===== src/clkmon_defines.svh =====
// Offsets, field positions and reset values of the input clock monitor registers
`ifndef CLKMON_DEFINES_SVH
`define CLKMON_DEFINES_SVH

`define ADDR_W 8
`define DATA_W 8

`define OFF_DIV4_TOP 8'h34
`define OFF_DIV4_MID 8'h35
`define OFF_DIV4_LOW 8'h36
`define OFF_BAND_12 8'h37
`define OFF_BAND_34 8'h38
`define OFF_ACTIVE 8'h80
`define OFF_ABSENT_LIVE 8'h81
`define OFF_ABSENT_LATCHED 8'h83

`define RST_DIV4_TOP 3'h0
`define RST_DIV4_MID 8'h00
`define RST_DIV4_LOW 8'h09
`define RST_BAND 3'h0

`define DIV_W 19
`define DIV_TOP_W 3
`define BAND_W 3
`define BAND_HI_LSB 3
`define BAND_LO_LSB 0
`define NUM_INPUTS 4
`define ABSENT_W 5
`define ABSENT_REF_BIT 0
`define SEL_W 2
`define BAND_MAX_LEGAL 3'h5

`endif


===== src/clkmon_pkg.sv =====
// Types shared by the input clock monitor register logic
package clkmon_pkg;
   typedef logic [2:0] band_t;
   typedef logic [7:0] byte_t;
   typedef enum logic [2:0] {
      BAND_10_27,
      BAND_25_54,
      BAND_50_105,
      BAND_95_215,
      BAND_190_435,
      BAND_375_710
   } band_e;
endpackage : clkmon_pkg


===== src/level_sync.sv =====
// Two-flop synchroniser for a group of asynchronous levels
`timescale 1ns/100ps
module level_sync #(
   parameter int WIDTH = 1
) (
   input wire logic clk,
   input wire logic rst_n,
   input wire logic [WIDTH-1:0] async_in,
   output logic [WIDTH-1:0] sync_out
);
   logic [WIDTH-1:0] meta_q;
   logic [WIDTH-1:0] sync_q;

   // First stage feeds the second stage only
   always_ff @(posedge clk or negedge rst_n) begin
      if (!rst_n) begin
         meta_q <= '0;
         sync_q <= '0;
      end else begin
         meta_q <= async_in;
         sync_q <= meta_q;
      end
   end

   assign sync_out = sync_q;
endmodule : level_sync


===== src/input_clock_monitor_regs.sv =====
// Register slice for input divider four, frequency bands, active input and live absent alarms
//
// What this block does
// - Divider four bits 15:8 and 7:0 sit in two read/write bytes, the low one resetting to 0x09.
// - Each three-bit band field picks the monitored range, codes 0 to 5 from 10-27 MHz up to 375-710 MHz.
// - Band byte one holds input two at 5:3 and input one at 2:0, byte two inputs four and three, 7:6 reserved.
// - Active status bits 3 to 0 show whether inputs four to one drive the PLL, 7:4 reserved.
// - An active bit reads 0 when its input is not selected or its live absent alarm is 1.
// - Live absent byte bits 4 to 1 show the current alarm of inputs four to one, 7:5 reserved.
// - Live absent bit 0 shows that the crystal reference signal is absent.
// - Divider four is 19 bits, its top three bits in bits 2:0 of the preceding byte.
// - Each live absent bit sets a latched flag that holds until software writes 0 to it.
`timescale 1ns/100ps
`include "clkmon_defines.svh"
module input_clock_monitor_regs
   import clkmon_pkg::*;
(
   input wire logic clk,
   input wire logic rst_n,
   input wire logic [`ADDR_W-1:0] reg_addr,
   input wire logic [`DATA_W-1:0] reg_wdata,
   input wire logic reg_wr,
   input wire logic reg_rd,
   output logic [`DATA_W-1:0] reg_rdata,
   input wire logic [`SEL_W-1:0] selected_input,
   input wire logic pll_input_valid,
   input wire logic [`NUM_INPUTS-1:0] input_signal_absent,
   input wire logic refclk_signal_absent,
   output logic [`DIV_W-1:0] input4_divider,
   output logic [`BAND_W-1:0] input1_freq_band,
   output logic [`BAND_W-1:0] input2_freq_band,
   output logic [`BAND_W-1:0] input3_freq_band,
   output logic [`BAND_W-1:0] input4_freq_band,
   output logic [`NUM_INPUTS-1:0] band_legal,
   output logic [`NUM_INPUTS-1:0] active_status,
   output logic [`ABSENT_W-1:0] absent_latched
);

   // Legal band codes only; codes above five name no range
   function automatic logic band_ok(input band_t code);
      band_ok = (code <= `BAND_MAX_LEGAL);
   endfunction : band_ok

   // Byte address match
   function automatic logic hit(input logic [`ADDR_W-1:0] addr, input logic [`ADDR_W-1:0] offset);
      hit = (addr == offset);
   endfunction : hit

   // Two band fields side by side, reserved top bits zero
   function automatic byte_t pack_bands(input band_t hi, input band_t lo);
      pack_bands = {2'h0, hi, lo};
   endfunction : pack_bands

   // ---------------------------------------------------------------
   // Input synchronisation
   // Alarms and the selector come from the monitor and PLL logic on other clocks
   localparam int SYNC_W = `SEL_W + 1 + `NUM_INPUTS + 1;
   logic [SYNC_W-1:0] raw_in;
   logic [SYNC_W-1:0] sync_in;
   logic [`SEL_W-1:0] sel_s;
   logic sel_valid_s;
   logic [`NUM_INPUTS-1:0] in_absent_s;
   logic ref_absent_s;
   logic [`ABSENT_W-1:0] absent_live;

   assign raw_in = {selected_input, pll_input_valid, input_signal_absent, refclk_signal_absent};

   level_sync #(
      .WIDTH(SYNC_W)
   ) u_sync (
      .clk(clk),
      .rst_n(rst_n),
      .async_in(raw_in),
      .sync_out(sync_in)
   );

   assign sel_s = sync_in[SYNC_W-1 -: `SEL_W];
   assign sel_valid_s = sync_in[`NUM_INPUTS + 1];
   assign in_absent_s = sync_in[`NUM_INPUTS:1];
   assign ref_absent_s = sync_in[`ABSENT_REF_BIT];
   assign absent_live = {in_absent_s, ref_absent_s};

   // ---------------------------------------------------------------
   // Selector filter
   // Selector bits may cross in different cycles; a word is taken only once
   // it has been seen on two edges in a row, at the cost of two cycles
   localparam int SELW_W = `SEL_W + 1;
   logic [SELW_W-1:0] sel_word_s;
   logic [SELW_W-1:0] sel_prev_q;
   logic [SELW_W-1:0] sel_hold_q;
   logic [SELW_W-1:0] sel_hold_d;
   logic sel_steady;
   logic [`SEL_W-1:0] sel_f;
   logic sel_valid_f;

   assign sel_word_s = {sel_s, sel_valid_s};
   assign sel_steady = (sel_word_s == sel_prev_q);
   assign sel_hold_d = sel_steady ? sel_word_s : sel_hold_q;
   assign sel_f = sel_hold_q[SELW_W-1 -: `SEL_W];
   assign sel_valid_f = sel_hold_q[0];

   // Reset leaves no input looking selected
   always_ff @(posedge clk or negedge rst_n) begin
      if (!rst_n) begin
         sel_prev_q <= '0;
         sel_hold_q <= '0;
      end else begin
         sel_prev_q <= sel_word_s;
         sel_hold_q <= sel_hold_d;
      end
   end

   // ---------------------------------------------------------------
   // Address decode
   logic at_top;
   logic at_mid;
   logic at_low;
   logic at_band12;
   logic at_band34;
   logic at_active;
   logic at_live;
   logic at_latched;

   logic wr_top;
   logic wr_mid;
   logic wr_low;
   logic wr_band12;
   logic wr_band34;
   logic wr_latched;

   assign at_top = hit(reg_addr, `OFF_DIV4_TOP);
   assign at_mid = hit(reg_addr, `OFF_DIV4_MID);
   assign at_low = hit(reg_addr, `OFF_DIV4_LOW);
   assign at_band12 = hit(reg_addr, `OFF_BAND_12);
   assign at_band34 = hit(reg_addr, `OFF_BAND_34);
   assign at_active = hit(reg_addr, `OFF_ACTIVE);
   assign at_live = hit(reg_addr, `OFF_ABSENT_LIVE);
   assign at_latched = hit(reg_addr, `OFF_ABSENT_LATCHED);

   // Active and live status bytes get no write strobe; of the status bytes only the latched byte gets one
   assign wr_top = reg_wr && at_top;
   assign wr_mid = reg_wr && at_mid;
   assign wr_low = reg_wr && at_low;
   assign wr_band12 = reg_wr && at_band12;
   assign wr_band34 = reg_wr && at_band34;
   assign wr_latched = reg_wr && at_latched;

   // ---------------------------------------------------------------
   // Divider four storage
   logic [`DIV_TOP_W-1:0] div_top_q;
   logic [`DATA_W-1:0] div_mid_q;
   logic [`DATA_W-1:0] div_low_q;
   logic [`DIV_TOP_W-1:0] div_top_d;
   logic [`DATA_W-1:0] div_mid_d;
   logic [`DATA_W-1:0] div_low_d;

   // Reserved upper bits of the top byte are not stored at all
   assign div_top_d = wr_top ? reg_wdata[`DIV_TOP_W-1:0] : div_top_q;
   assign div_mid_d = wr_mid ? reg_wdata : div_mid_q;
   assign div_low_d = wr_low ? reg_wdata : div_low_q;

   always_ff @(posedge clk or negedge rst_n) begin
      if (!rst_n) begin
         div_top_q <= `RST_DIV4_TOP;
         div_mid_q <= `RST_DIV4_MID;
         div_low_q <= `RST_DIV4_LOW;
      end else begin
         div_top_q <= div_top_d;
         div_mid_q <= div_mid_d;
         div_low_q <= div_low_d;
      end
   end

   assign input4_divider = {div_top_q, div_mid_q, div_low_q};

   // ---------------------------------------------------------------
   // Frequency band fields, one per input
   band_t band_q [`NUM_INPUTS];
   band_t band_d [`NUM_INPUTS];
   logic [`NUM_INPUTS-1:0] band_legal_q;
   logic [`NUM_INPUTS-1:0] band_legal_d;

   genvar gi;
   generate
      for (gi = 0; gi < `NUM_INPUTS; gi++) begin : g_band
         // Even index is the low field of its byte, odd index the high one
         localparam int LSB = (gi % 2 == 0) ? `BAND_LO_LSB : `BAND_HI_LSB;
         logic wr_this;
         assign wr_this = (gi < 2) ? wr_band12 : wr_band34;
         assign band_d[gi] = wr_this ? band_t'(reg_wdata[LSB +: `BAND_W]) : band_q[gi];
         // Reserved codes are stored as written; the monitor sees them flagged illegal
         assign band_legal_d[gi] = band_ok(band_d[gi]);

         always_ff @(posedge clk or negedge rst_n) begin
            if (!rst_n) begin
               band_q[gi] <= `RST_BAND;
            end else begin
               band_q[gi] <= band_d[gi];
            end
         end
      end
   endgenerate

   always_ff @(posedge clk or negedge rst_n) begin
      if (!rst_n) begin
         band_legal_q <= '1;
      end else begin
         band_legal_q <= band_legal_d;
      end
   end

   assign input1_freq_band = band_q[0];
   assign input2_freq_band = band_q[1];
   assign input3_freq_band = band_q[2];
   assign input4_freq_band = band_q[3];
   assign band_legal = band_legal_q;

   // ---------------------------------------------------------------
   // Active input status
   logic [`NUM_INPUTS-1:0] active_d;
   logic [`NUM_INPUTS-1:0] active_q;

   generate
      for (gi = 0; gi < `NUM_INPUTS; gi++) begin : g_active
         // A selected input that has lost signal does not count as driving the PLL
         assign active_d[gi] = sel_valid_f && (sel_f == `SEL_W'(gi)) && !in_absent_s[gi];
      end
   endgenerate

   always_ff @(posedge clk or negedge rst_n) begin
      if (!rst_n) begin
         active_q <= '0;
      end else begin
         active_q <= active_d;
      end
   end

   assign active_status = active_q;

   // ---------------------------------------------------------------
   // Latched absent flags; a fresh alarm beats a clear in the same cycle
   logic [`ABSENT_W-1:0] latched_q;
   logic [`ABSENT_W-1:0] latched_d;
   logic [`ABSENT_W-1:0] latched_keep;

   // Writing 1 keeps a flag, writing 0 clears it
   assign latched_keep = wr_latched ? (latched_q & reg_wdata[`ABSENT_W-1:0]) : latched_q;
   assign latched_d = latched_keep | absent_live;

   always_ff @(posedge clk or negedge rst_n) begin
      if (!rst_n) begin
         latched_q <= '0;
      end else begin
         latched_q <= latched_d;
      end
   end

   assign absent_latched = latched_q;

   // ---------------------------------------------------------------
   // Read path; active and live status bytes have no write decode so writes there are dropped
   logic [`DATA_W-1:0] rd_mux;
   logic [`DATA_W-1:0] rdata_q;
   logic [`DATA_W-1:0] rdata_d;
   byte_t band12_byte;
   byte_t band34_byte;

   assign band12_byte = pack_bands(band_q[1], band_q[0]);
   assign band34_byte = pack_bands(band_q[3], band_q[2]);

   // Unmapped addresses fall through to zero
   assign rd_mux =
      at_top ? {5'h00, div_top_q} :
      at_mid ? div_mid_q :
      at_low ? div_low_q :
      at_band12 ? band12_byte :
      at_band34 ? band34_byte :
      at_active ? {4'h0, active_q} :
      at_live ? {3'h0, absent_live} :
      at_latched ? {3'h0, latched_q} :
      8'h00;

   // Data holds only in the cycle after the strobe
   assign rdata_d = reg_rd ? rd_mux : 8'h00;

   always_ff @(posedge clk or negedge rst_n) begin
      if (!rst_n) begin
         rdata_q <= 8'h00;
      end else begin
         rdata_q <= rdata_d;
      end
   end

   assign reg_rdata = rdata_q;

endmodule : input_clock_monitor_regs


===== config.mk =====
export PLATFORM = sky130hd
export DESIGN_NAME = input_clock_monitor_regs
export DESIGN_NICKNAME = d
export VERILOG_FILES = /design/src/clkmon_pkg.sv /design/src/level_sync.sv /design/src/input_clock_monitor_regs.sv
export VERILOG_INCLUDE_DIRS = /design/src
export SDC_FILE = /design/constraint.sdc
export NUM_CORES = 1
export LEC_CHECK = 0
export ABC_AREA = 1
export ABC_CLOCK_PERIOD_IN_PS = 1830
export BUFFER_PORTS_ARGS = -buffer_cell sky130_fd_sc_hd__buf_4
export CAP_MARGIN = 20
export CORE_MARGIN = 2
export CORE_UTILIZATION = 45
export DETAILED_ROUTE_END_ITERATION = 10
export PLACE_DENSITY = 0.79
export SLEW_MARGIN = 20
export SYNTH_ARGS = -nofsm -noshare
export SYNTH_HDL_FRONTEND = slang
export SYNTH_HIERARCHICAL = 1
export SYNTH_SLANG_ARGS = --single-unit
export TNS_END_PERCENT = 1

===== constraint.sdc =====
create_clock -name clk -period 1.83 [get_ports clk]
set_clock_uncertainty 0.2 [all_clocks]
set_input_delay 0.2745 -clock clk [delete_from_list [all_inputs] [get_ports clk]]
set_output_delay 0.2745 -clock clk [all_outputs]
set_load 0.01 [all_outputs]

==> impl.org, run 1 <==
** Status
- The run finished with clean final reports.

** Timing
- Max-Slew Margin vs Limit :: 67.66%
- The final hold violation count came to 0.
- Final critical-path share of the clock period :: 81.76%
- Final number of max-transition violations :: 0
- Final critical-path required period :: 1496 ps
- At the pin with the least slew margin, the transition time is 480.0 ps.
- Maximum clock frequency :: 668.3 MHz
- Setup repair after global routing missed its margin :: no
- Post-route setup TNS :: 0 ps
- Hold is met by 9.166 ps.
- Total setup violations reported at the end of the flow :: 0

** Global route
- Gr ovfl total :: 0
- The first global-routing pass estimated 11.93 mm of wire.
- Across every metal layer, demand over resource in global routing totals 20.93%.
- Entering global routing, the biggest net connects 31 pins.
- Via count of the first global-routing pass :: 2491
- Number of antenna violations at the first check in global routing :: 0

** Synth
- The Yosys step of the flow raised 6 warnings.
- Asr flop ratio synth :: 100.0%
- Among all cell types in the netlist, the one instantiated most often is sky130_fd_sc_hd__nand2_1.
- The largest total area in the synthesized netlist belongs to sky130_fd_sc_hd__dfrtp_1.
- In this run the mean area of a mapped cell was 9.691 µm².
- Synthesized instance count :: 322
- Library cells used by synthesis :: 31
- The cell area that synthesis handed to floorplanning was 3120 µm².
- Post-synthesis sequential area ratio :: 59.58%
- Ranked by total cell area, the synthesized netlist is headed by sky130_fd_sc_hd__dfrtp_1 55%, sky130_fd_sc_hd__nand2_1 11%, sky130_fd_sc_hd__o21ai_2 5.6%.
- Fraction of synthesized cell area taken by the top area cell type :: 54.53%
- Most instantiated cells after synthesis :: 88 x sky130_fd_sc_hd__nand2_1, 68 x sky130_fd_sc_hd__dfrtp_1, 36 x sky130_fd_sc_hd__inv_1
- When the netlist entered floorplanning its net count stood at 350.
- Number of flops mapped to enable cells by yosys :: 0
- Register bit count reported by yosys :: 74
- Prevailing post-synth register cell :: sky130_fd_sc_hd__dfrtp_1

** Min path
- Hold Path Stages :: 3
- Hold Path End :: div_low_q[7]
- The path class of the tightest hold or removal check is in -> reg.
- The worst hold path begins at reg_wdata[7].

** Route
- The final route contains 2523 vias.
- The first TritonRoute pass finished after 4 iterations.
- Average wire length per cell after detail routing :: 14.35 µm
- Number of remaining DRC errors :: 0
- Post-route ant nets :: 0
- After detailed routing, the total wire length is 7.333 mm.
- Using the TritonRoute via totals, the vias-per-cell ratio works out to 4.937.
- The detailed router finished its first iteration with 157 violations.

** Power and ir drop
- Internal power comes to 3.050 mW.
- Register share of total power :: 46.0%
- Power per cell area :: 918.9 nW/µm²
- In this run switching power makes up 21.69% of total power.
- Largest vdd supply drop :: 500.9 µV
- Per report_power, the combinational group accounts for 9.3% of the total.
- Switching power total :: 0.8448 mW
- Power share of the clock group :: 44.7%
- Leak :: 2.171 nW

** Layout
- ANT cells :: 0
- Post-layout instance area :: 4239 µm²
- The layout has 557 filler cells.
- From synthesis to final layout, the design area changed by 35.85%.
- Registers take 1859 µm².
- Final #Nets :: 454
- Multi-input gate area in the final layout :: 1047 µm²
- Core occupancy in the finished layout :: 62.74%
- Fraction of final layout cells sized beyond drive strength 1 :: 34.80%
- The count of cells in the finished layout, fillers not included, comes to 511.

** Clock network
- TritonCTS built the clock tree.
- Post-cts gate resize count :: 0
- The H-tree was split into 3 levels.
- CTS placed an instance of sky130_fd_sc_hd__clkbuf_8 at the clock tree root.
- After clock tree synthesis, the clock-pin slew on the worst setup and hold paths is 70 ps.
- For the worst-skew pair, the clock arrives at the later sink with an insertion delay of 340 ps.
- Clock tree synthesis inserted a total of 9 buffers.
- Maximum buffer depth of the clock tree :: 2
- Counting every sink on the clock net gives 74.

** Floorplan
- After floorplanning, the core was divided into 30 placement rows.
- Die Height :: 87.28 µm
- Floorplan die area :: 7617 µm²
- During I/O placement, the number of pins put on the boundary was 80.
- The die is 87.28 µm wide.
- Effective utilization at floorplan :: 46.19%
- Area of the core region :: 6756 µm²

** Worst setup path
- Sort of element at the start of the critical path :: flip-flop
- Number of cells on the worst reg-to-reg path :: 5
- Delay of the slowest critical-path stage :: 560 ps
- Biggest fanout along the worst timing path :: 3
- Data required time of the worst path :: 1360 ps
- The endpoint identified for the worst register-to-register timing path is sel_hold_q[2].
- Endpoint kind of the worst setup timing path :: output port
- Crit path kind :: reg -> out
- The largest individual stage delay along the critical path comes from the cell sky130_fd_sc_hd__dfstp_2.
- Cells along the critical path :: buf_4
- Arrival time of data at the critical path endpoint :: 1020 ps
- Number of buffers and inverters on the critical path :: 1
- On the critical path the largest part of the delay comes from flip-flops.
- Crit Reg-Reg Startpoint :: u_sync/sync_out[7]
- The setup check on the worst reg-to-reg path leaves a slack of 360 ps.

** Place
- The congestion estimate from routability-driven global placement came to 0.9033.
- The wire-length estimate of the detail-placed layout is 5.413 mm.
- The count of buffers added on input and output ports is 79.
- After detailed placement, the design holds a cell count of 481.
- Summing all placed instances gives a cell area of 3814 µm².

** Flow run
- Across the run, the number of max-cap violations was 0.
[logic make-up after synthesis]
group | Yosys count | synth area share, %
flops | 74 | 59.58
xor+xnor | 2 | 0.5614
buf+inv | 47 | 6.856
simple gates | 149 | 22.21
compound gates | 50 | 10.79
[state kept, by name, summed over array words and instances, names as in the netlist]
name / count
absent_latched: 5
active_status: 4
band_legal: 4
div_low_q: 8
div_mid_q: 8
div_top_q: 3
input1_freq_band: 3
input2_freq_band: 3
input3_freq_band: 3
input4_freq_band: 3
reg_rdata: 8
sel_hold_q: 3
sel_prev_q: 3
u_sync/meta_q: 8
u_sync/sync_out: 8
[stage by stage]
stage,worst slack [ps],total power [mW]
final,333.8,3.895
after detailed placement,86.35,2.164
after global placement,119.4,2.156
after floorplan,348.7,1.950
after CTS,329.4,3.923
after global routing,211.7,4.045
[cell usage in the layout (no fill, tap or decap), types with 2 or more instances in the layout]
| cell type | netlist | routed |
|---|---|---|
| sky130_fd_sc_hd__nand2_1 | 88 | 88 |
| sky130_fd_sc_hd__nor4_1 | 4 | 4 |
| sky130_fd_sc_hd__dfstp_2 | 6 | 6 |
| sky130_fd_sc_hd__dfrtp_1 | 68 | 68 |
| sky130_fd_sc_hd__xor2_1 | 2 | 2 |
| sky130_fd_sc_hd__nand3_1 | 13 | 13 |
| sky130_fd_sc_hd__nand2_2 | 6 | 6 |
| sky130_fd_sc_hd__nor2_4 | 2 | 2 |
| sky130_fd_sc_hd__nand3_2 | 3 | 3 |
| sky130_fd_sc_hd__bufinv_16 | 0 | 4 |
| sky130_fd_sc_hd__dlygate4sd3_1 | 0 | 14 |
| sky130_fd_sc_hd__inv_1 | 36 | 36 |
| sky130_fd_sc_hd__buf_4 | 0 | 83 |
| sky130_fd_sc_hd__o21ai_2 | 20 | 20 |
| sky130_fd_sc_hd__nand2_4 | 2 | 2 |
| sky130_fd_sc_hd__o21ai_1 | 6 | 6 |
| sky130_fd_sc_hd__o211ai_1 | 2 | 2 |
| sky130_fd_sc_hd__inv_2 | 3 | 3 |
| sky130_fd_sc_hd__nor3_1 | 2 | 2 |
| sky130_fd_sc_hd__nor2_1 | 17 | 17 |
| sky130_fd_sc_hd__o21ai_0 | 17 | 17 |
| sky130_fd_sc_hd__a21oi_1 | 3 | 3 |
| sky130_fd_sc_hd__nand4_1 | 4 | 4 |
| sky130_fd_sc_hd__nor2_2 | 5 | 5 |
| sky130_fd_sc_hd__clkbuf_8 | 0 | 12 |
[cell type report]
| class | count | share of cell area, % |
|---|---|---|
| Clock inverter | 4 | 2.834 |
| Sequential cell | 74 | 43.86 |
| Multi-Input combinational cell | 201 | 24.70 |
| Timing Repair Buffer | 98 | 18.48 |
| Tap cell | 80 | 2.361 |
| Clock buffer | 12 | 3.896 |
| Inverter | 42 | 3.867 |
[layer usage]
metal	up-vias	track usage [%]	routed length [µm]
met1	1188	28.18	3127
met2	82	33.13	3636
met4	0	9.650	117
li1	1244	-	-
met5	-	0	0
met3	9	3.697	451
[power by group through the flow]
stage | Clock [mW] | Sequential, mW | Combinational [mW]
final | 1.74 | 1.79 | 0.363
after detailed placement | 0 | 1.82 | 0.342
after CTS | 1.76 | 1.79 | 0.368
after floorplan | 0 | 1.82 | 0.128
after global placement | 0 | 1.82 | 0.336
after global routing | 1.84 | 1.80 | 0.402
[timing repair]
action                                 in CTS  in global routing
hold buffers                               14                  0
buffers inserted                            0                  0
endpoints found under the hold margin      67                  0
[worst max-delay path by stage]
stage                       start                 to  depth (start not counted)
2_1_floorplan         reg_addr[6]       div_mid_q[5]                         11
3_3_place_gp          reg_addr[1]       reg_rdata[4]                         10
6_report             div_low_q[0]  input4_divider[0]                          1
4_1_cts              div_low_q[0]  input4_divider[0]                          1
5_1_grt        u_sync/sync_out[6]      sel_hold_q[0]                          5
3_5_place_dp          reg_addr[6]      band_legal[0]                          9
Power figures use the tool's default switching activity.
==> run 2, diff against run 1 <==
- ABC_CLOCK_PERIOD_IN_PS: 1830 -> 1490
- clock period: 1.83 -> 1.49 ns (I/O delays scaled with it)
==> impl.org, run 2 (synthesis results as in run 1) <==
** Route
- Number of remaining DRC errors :: 0 (unchanged)
- The final routed wire length divided by cell count is 13.67 µm (-4.7%).
- The average vias per placed instance is 4.822 (-2.3%).
- Number of DRC markers in iteration 0 :: 132 (-16%)
- Number of detailed-route iterations in the first pass :: 4 (unchanged)
- DRT Wirelength :: 7.313 mm (-0.27%)
- The via count was 2580 (+2.3%).
- The number of nets with antenna violations after detailed routing came to 0 (unchanged).

** Layout
- Count of fill cells added during filler insertion :: 548 (-1.6%)
- The number of nets at the end of the flow is 478 (+5.3%).
- Top library cells by usage in the layout, fill and taps aside :: 100 x sky130_fd_sc_hd__buf_4, 88 x sky130_fd_sc_hd__nand2_1, 68 x sky130_fd_sc_hd__dfrtp_1
- The multi-input gate area in the final layout is 1047 µm² (unchanged).
- Synth-to-layout area growth :: 39.13%
- The final cell utilization of the core came to 64.26% (+1.5 points).
- ANT cells :: 0 (unchanged)
- Leaving out fill and tap cells, the most frequent cell in the layout is sky130_fd_sc_hd__buf_4.
- FF/Latch Area :: 1859 µm² (unchanged)
- The final instance count without filler cells came to 535 (+4.7%).
- Fraction of final layout cells sized beyond drive strength 1 :: 37.14% (+2.3 points)

** Worst setup path
- Biggest fanout along the worst timing path :: 3 (unchanged)
- Delay of the slowest critical-path stage :: 560 ps (about the same)
- The data arrival time at the worst-slack endpoint came to 1030 ps (about the same).
- Crit-path leading delay family :: flip-flops
- Endpoint kind of the worst setup timing path :: output port
- By startpoint and endpoint, the worst setup path is classified as reg -> out.
- The data required time at the worst endpoint is 1070 ps (-290 ps).
- On the critical path, the stage with the largest delay is an instance of sky130_fd_sc_hd__dfstp_2.
- Cells along the critical path :: buf_4
- The worst setup path is launched from a flip-flop.
- Number of buffers and inverters on the critical path :: 1 (unchanged)

** Flow run
- The total of max-cap violations was 0 (unchanged).

** Floorplan
- IO Pins :: 80 (unchanged)
- Die Height :: 87.28 µm (unchanged)
- The die area is 7617 µm² (unchanged).
- Effective utilization at floorplan :: 46.19% (unchanged)
- The core footprint is 6756 µm² (unchanged).
- Site row count :: 30 (unchanged)
- Horizontal extent of the die :: 87.28 µm (unchanged)

** Timing
- Maximum clock frequency :: 687.0 MHz
- Final number of max-transition violations :: 0 (unchanged)
- Setup repair after global routing missed its margin :: no
- The worst-margin pin slew is 338.8 ps (-141.3 ps).
- The worst slew margin relative to its limit came to 77.27% (+9.6 points).
- The final hold violation count was 0 (unchanged).
- The total setup violations reported at the end of the flow is 0 (unchanged).
- Post-route setup TNS :: 0 ps (unchanged)
- The worst path needs 1456 ps of the cycle, external delays included.
- In the finished design, the share of the clock period the worst path needs comes to 97.69%.

** Power and ir drop
- The maximum vdd drop was 548.4 µV (+9.5%).
- The total net switching power was 1.076 mW (+27%).
- The sequential power share was 54.5% (+8.5 points).
- The power share of the clock group was 33.4% (-11 points).
- The internal power was 2.951 mW (-3.3%).
- Switching Fraction :: 26.72% (+5.0 points)
- The power per cell area is 927.6 nW/µm² (+0.95%).
- Portion of total power attributed to combinational logic :: 12.1% (+2.8 points)
- The total leakage power was 2.234 nW (+2.9%).

** Global route
- The pin count of the biggest net entering global routing came to 45 (+45%).
- Overall fraction of global-route tracks in use :: 20.92% (about the same)
- Gr ovfl total :: 0 (unchanged)
- Wire length of the first global-routing pass :: 11.97 mm (+0.34%)
- The via count of the first global-routing pass was 2550 (+2.4%).
- Number of antenna violations at the first check in global routing :: 0 (unchanged)

** Clock network
- Cell chosen for the clock root :: sky130_fd_sc_hd__clkbuf_8
- TritonCTS built the clock tree.
- Maximum buffer depth of the clock tree :: 2 (unchanged)
- The total CTS buffers is 9 (unchanged).
- The H-tree depth reported by CTS came to 3 (unchanged).
- The clock transition time at the flip-flop clock pins of the worst setup and hold paths is 80 ps (about the same).
- Number of clock sinks :: 74 (unchanged)
- The buffer count from post-CTS setup fixing came to 0 (unchanged).
- Skew-Pair Late Insertion Delay :: 340 ps (about the same)

** Place
- Dpl cells :: 500 (+4.0%)
- The weighted congestion at the end of routability-driven global placement came to 0.9181 (+1.6%).
- The total of buffers placed on input and output ports was 79 (unchanged).
- The post-DP HPWL came to 5.415 mm (about the same).

** Status
- Outcome :: finished clean

** Min path
- In this run the worst hold path is classified as in -> reg.
[run 2: metal layers]
layer | share of wire, % | GRT usage [%]
met3 | 5.5 | 4.645
met5 | 0 | 0
met4 | 2.9 | 10.49
met1 | 43 | 27.59
met2 | 49 | 32.58
[run 2: final timing paths]
path	startpoint	end	slack [ps]	depth (start not counted)
max	div_low_q[3]	input4_divider[3]	30	1
min	reg_addr[1]	reg_rdata[6]	110	4
max reg2reg	u_sync/sync_out[7]	sel_hold_q[1]	90	4
min reg2reg	u_sync/meta_q[1]	u_sync/sync_out[1]	150	0
max in group asynchronous	rst_n	u_sync/meta_q[6]	430	3
min in group asynchronous	rst_n	u_sync/sync_out[6]	170	3
[run 2: power groups by stage]
stage	sequential [mW]	clock, mW	combinational, mW
2_1_floorplan	2.24	0	0.157
3_3_place_gp	2.23	0	0.437
3_5_place_dp	2.23	0	0.450
4_1_cts	2.19	1.38	0.492
5_1_grt	2.20	1.47	0.541
6_report	2.19	1.35	0.488
[run 2: timing repair]
action,CTS,global route
gates resized for setup,0,1
endpoints found under the setup margin,0,3
hold buffers,19,0
endpoints found under the hold margin,97,0
[run 2: final cells by class]
cell class | instances | area share, %
clock buffers | 9 | 2.853
flip-flops and latches | 74 | 42.82
multi-input cells | 201 | 24.12
repair buffers | 122 | 23.05
clock inverters | 7 | 1.066
inverters | 42 | 3.775
well taps | 80 | 2.305
[run 2: through the flow]
step,hold slack (ps),total power [mW],cell area [µm²],setup WS [ps]
finish,113.5,4.027,4342,34.38
global route,149.5,4.216,4342,4.911
CTS,101.2,4.065,4342,3.264
detailed placement,-170.8,2.684,3981,-206.2
global placement,-172.3,2.670,3981,-169.2
floorplan,-272.1,2.395,3120,59.74
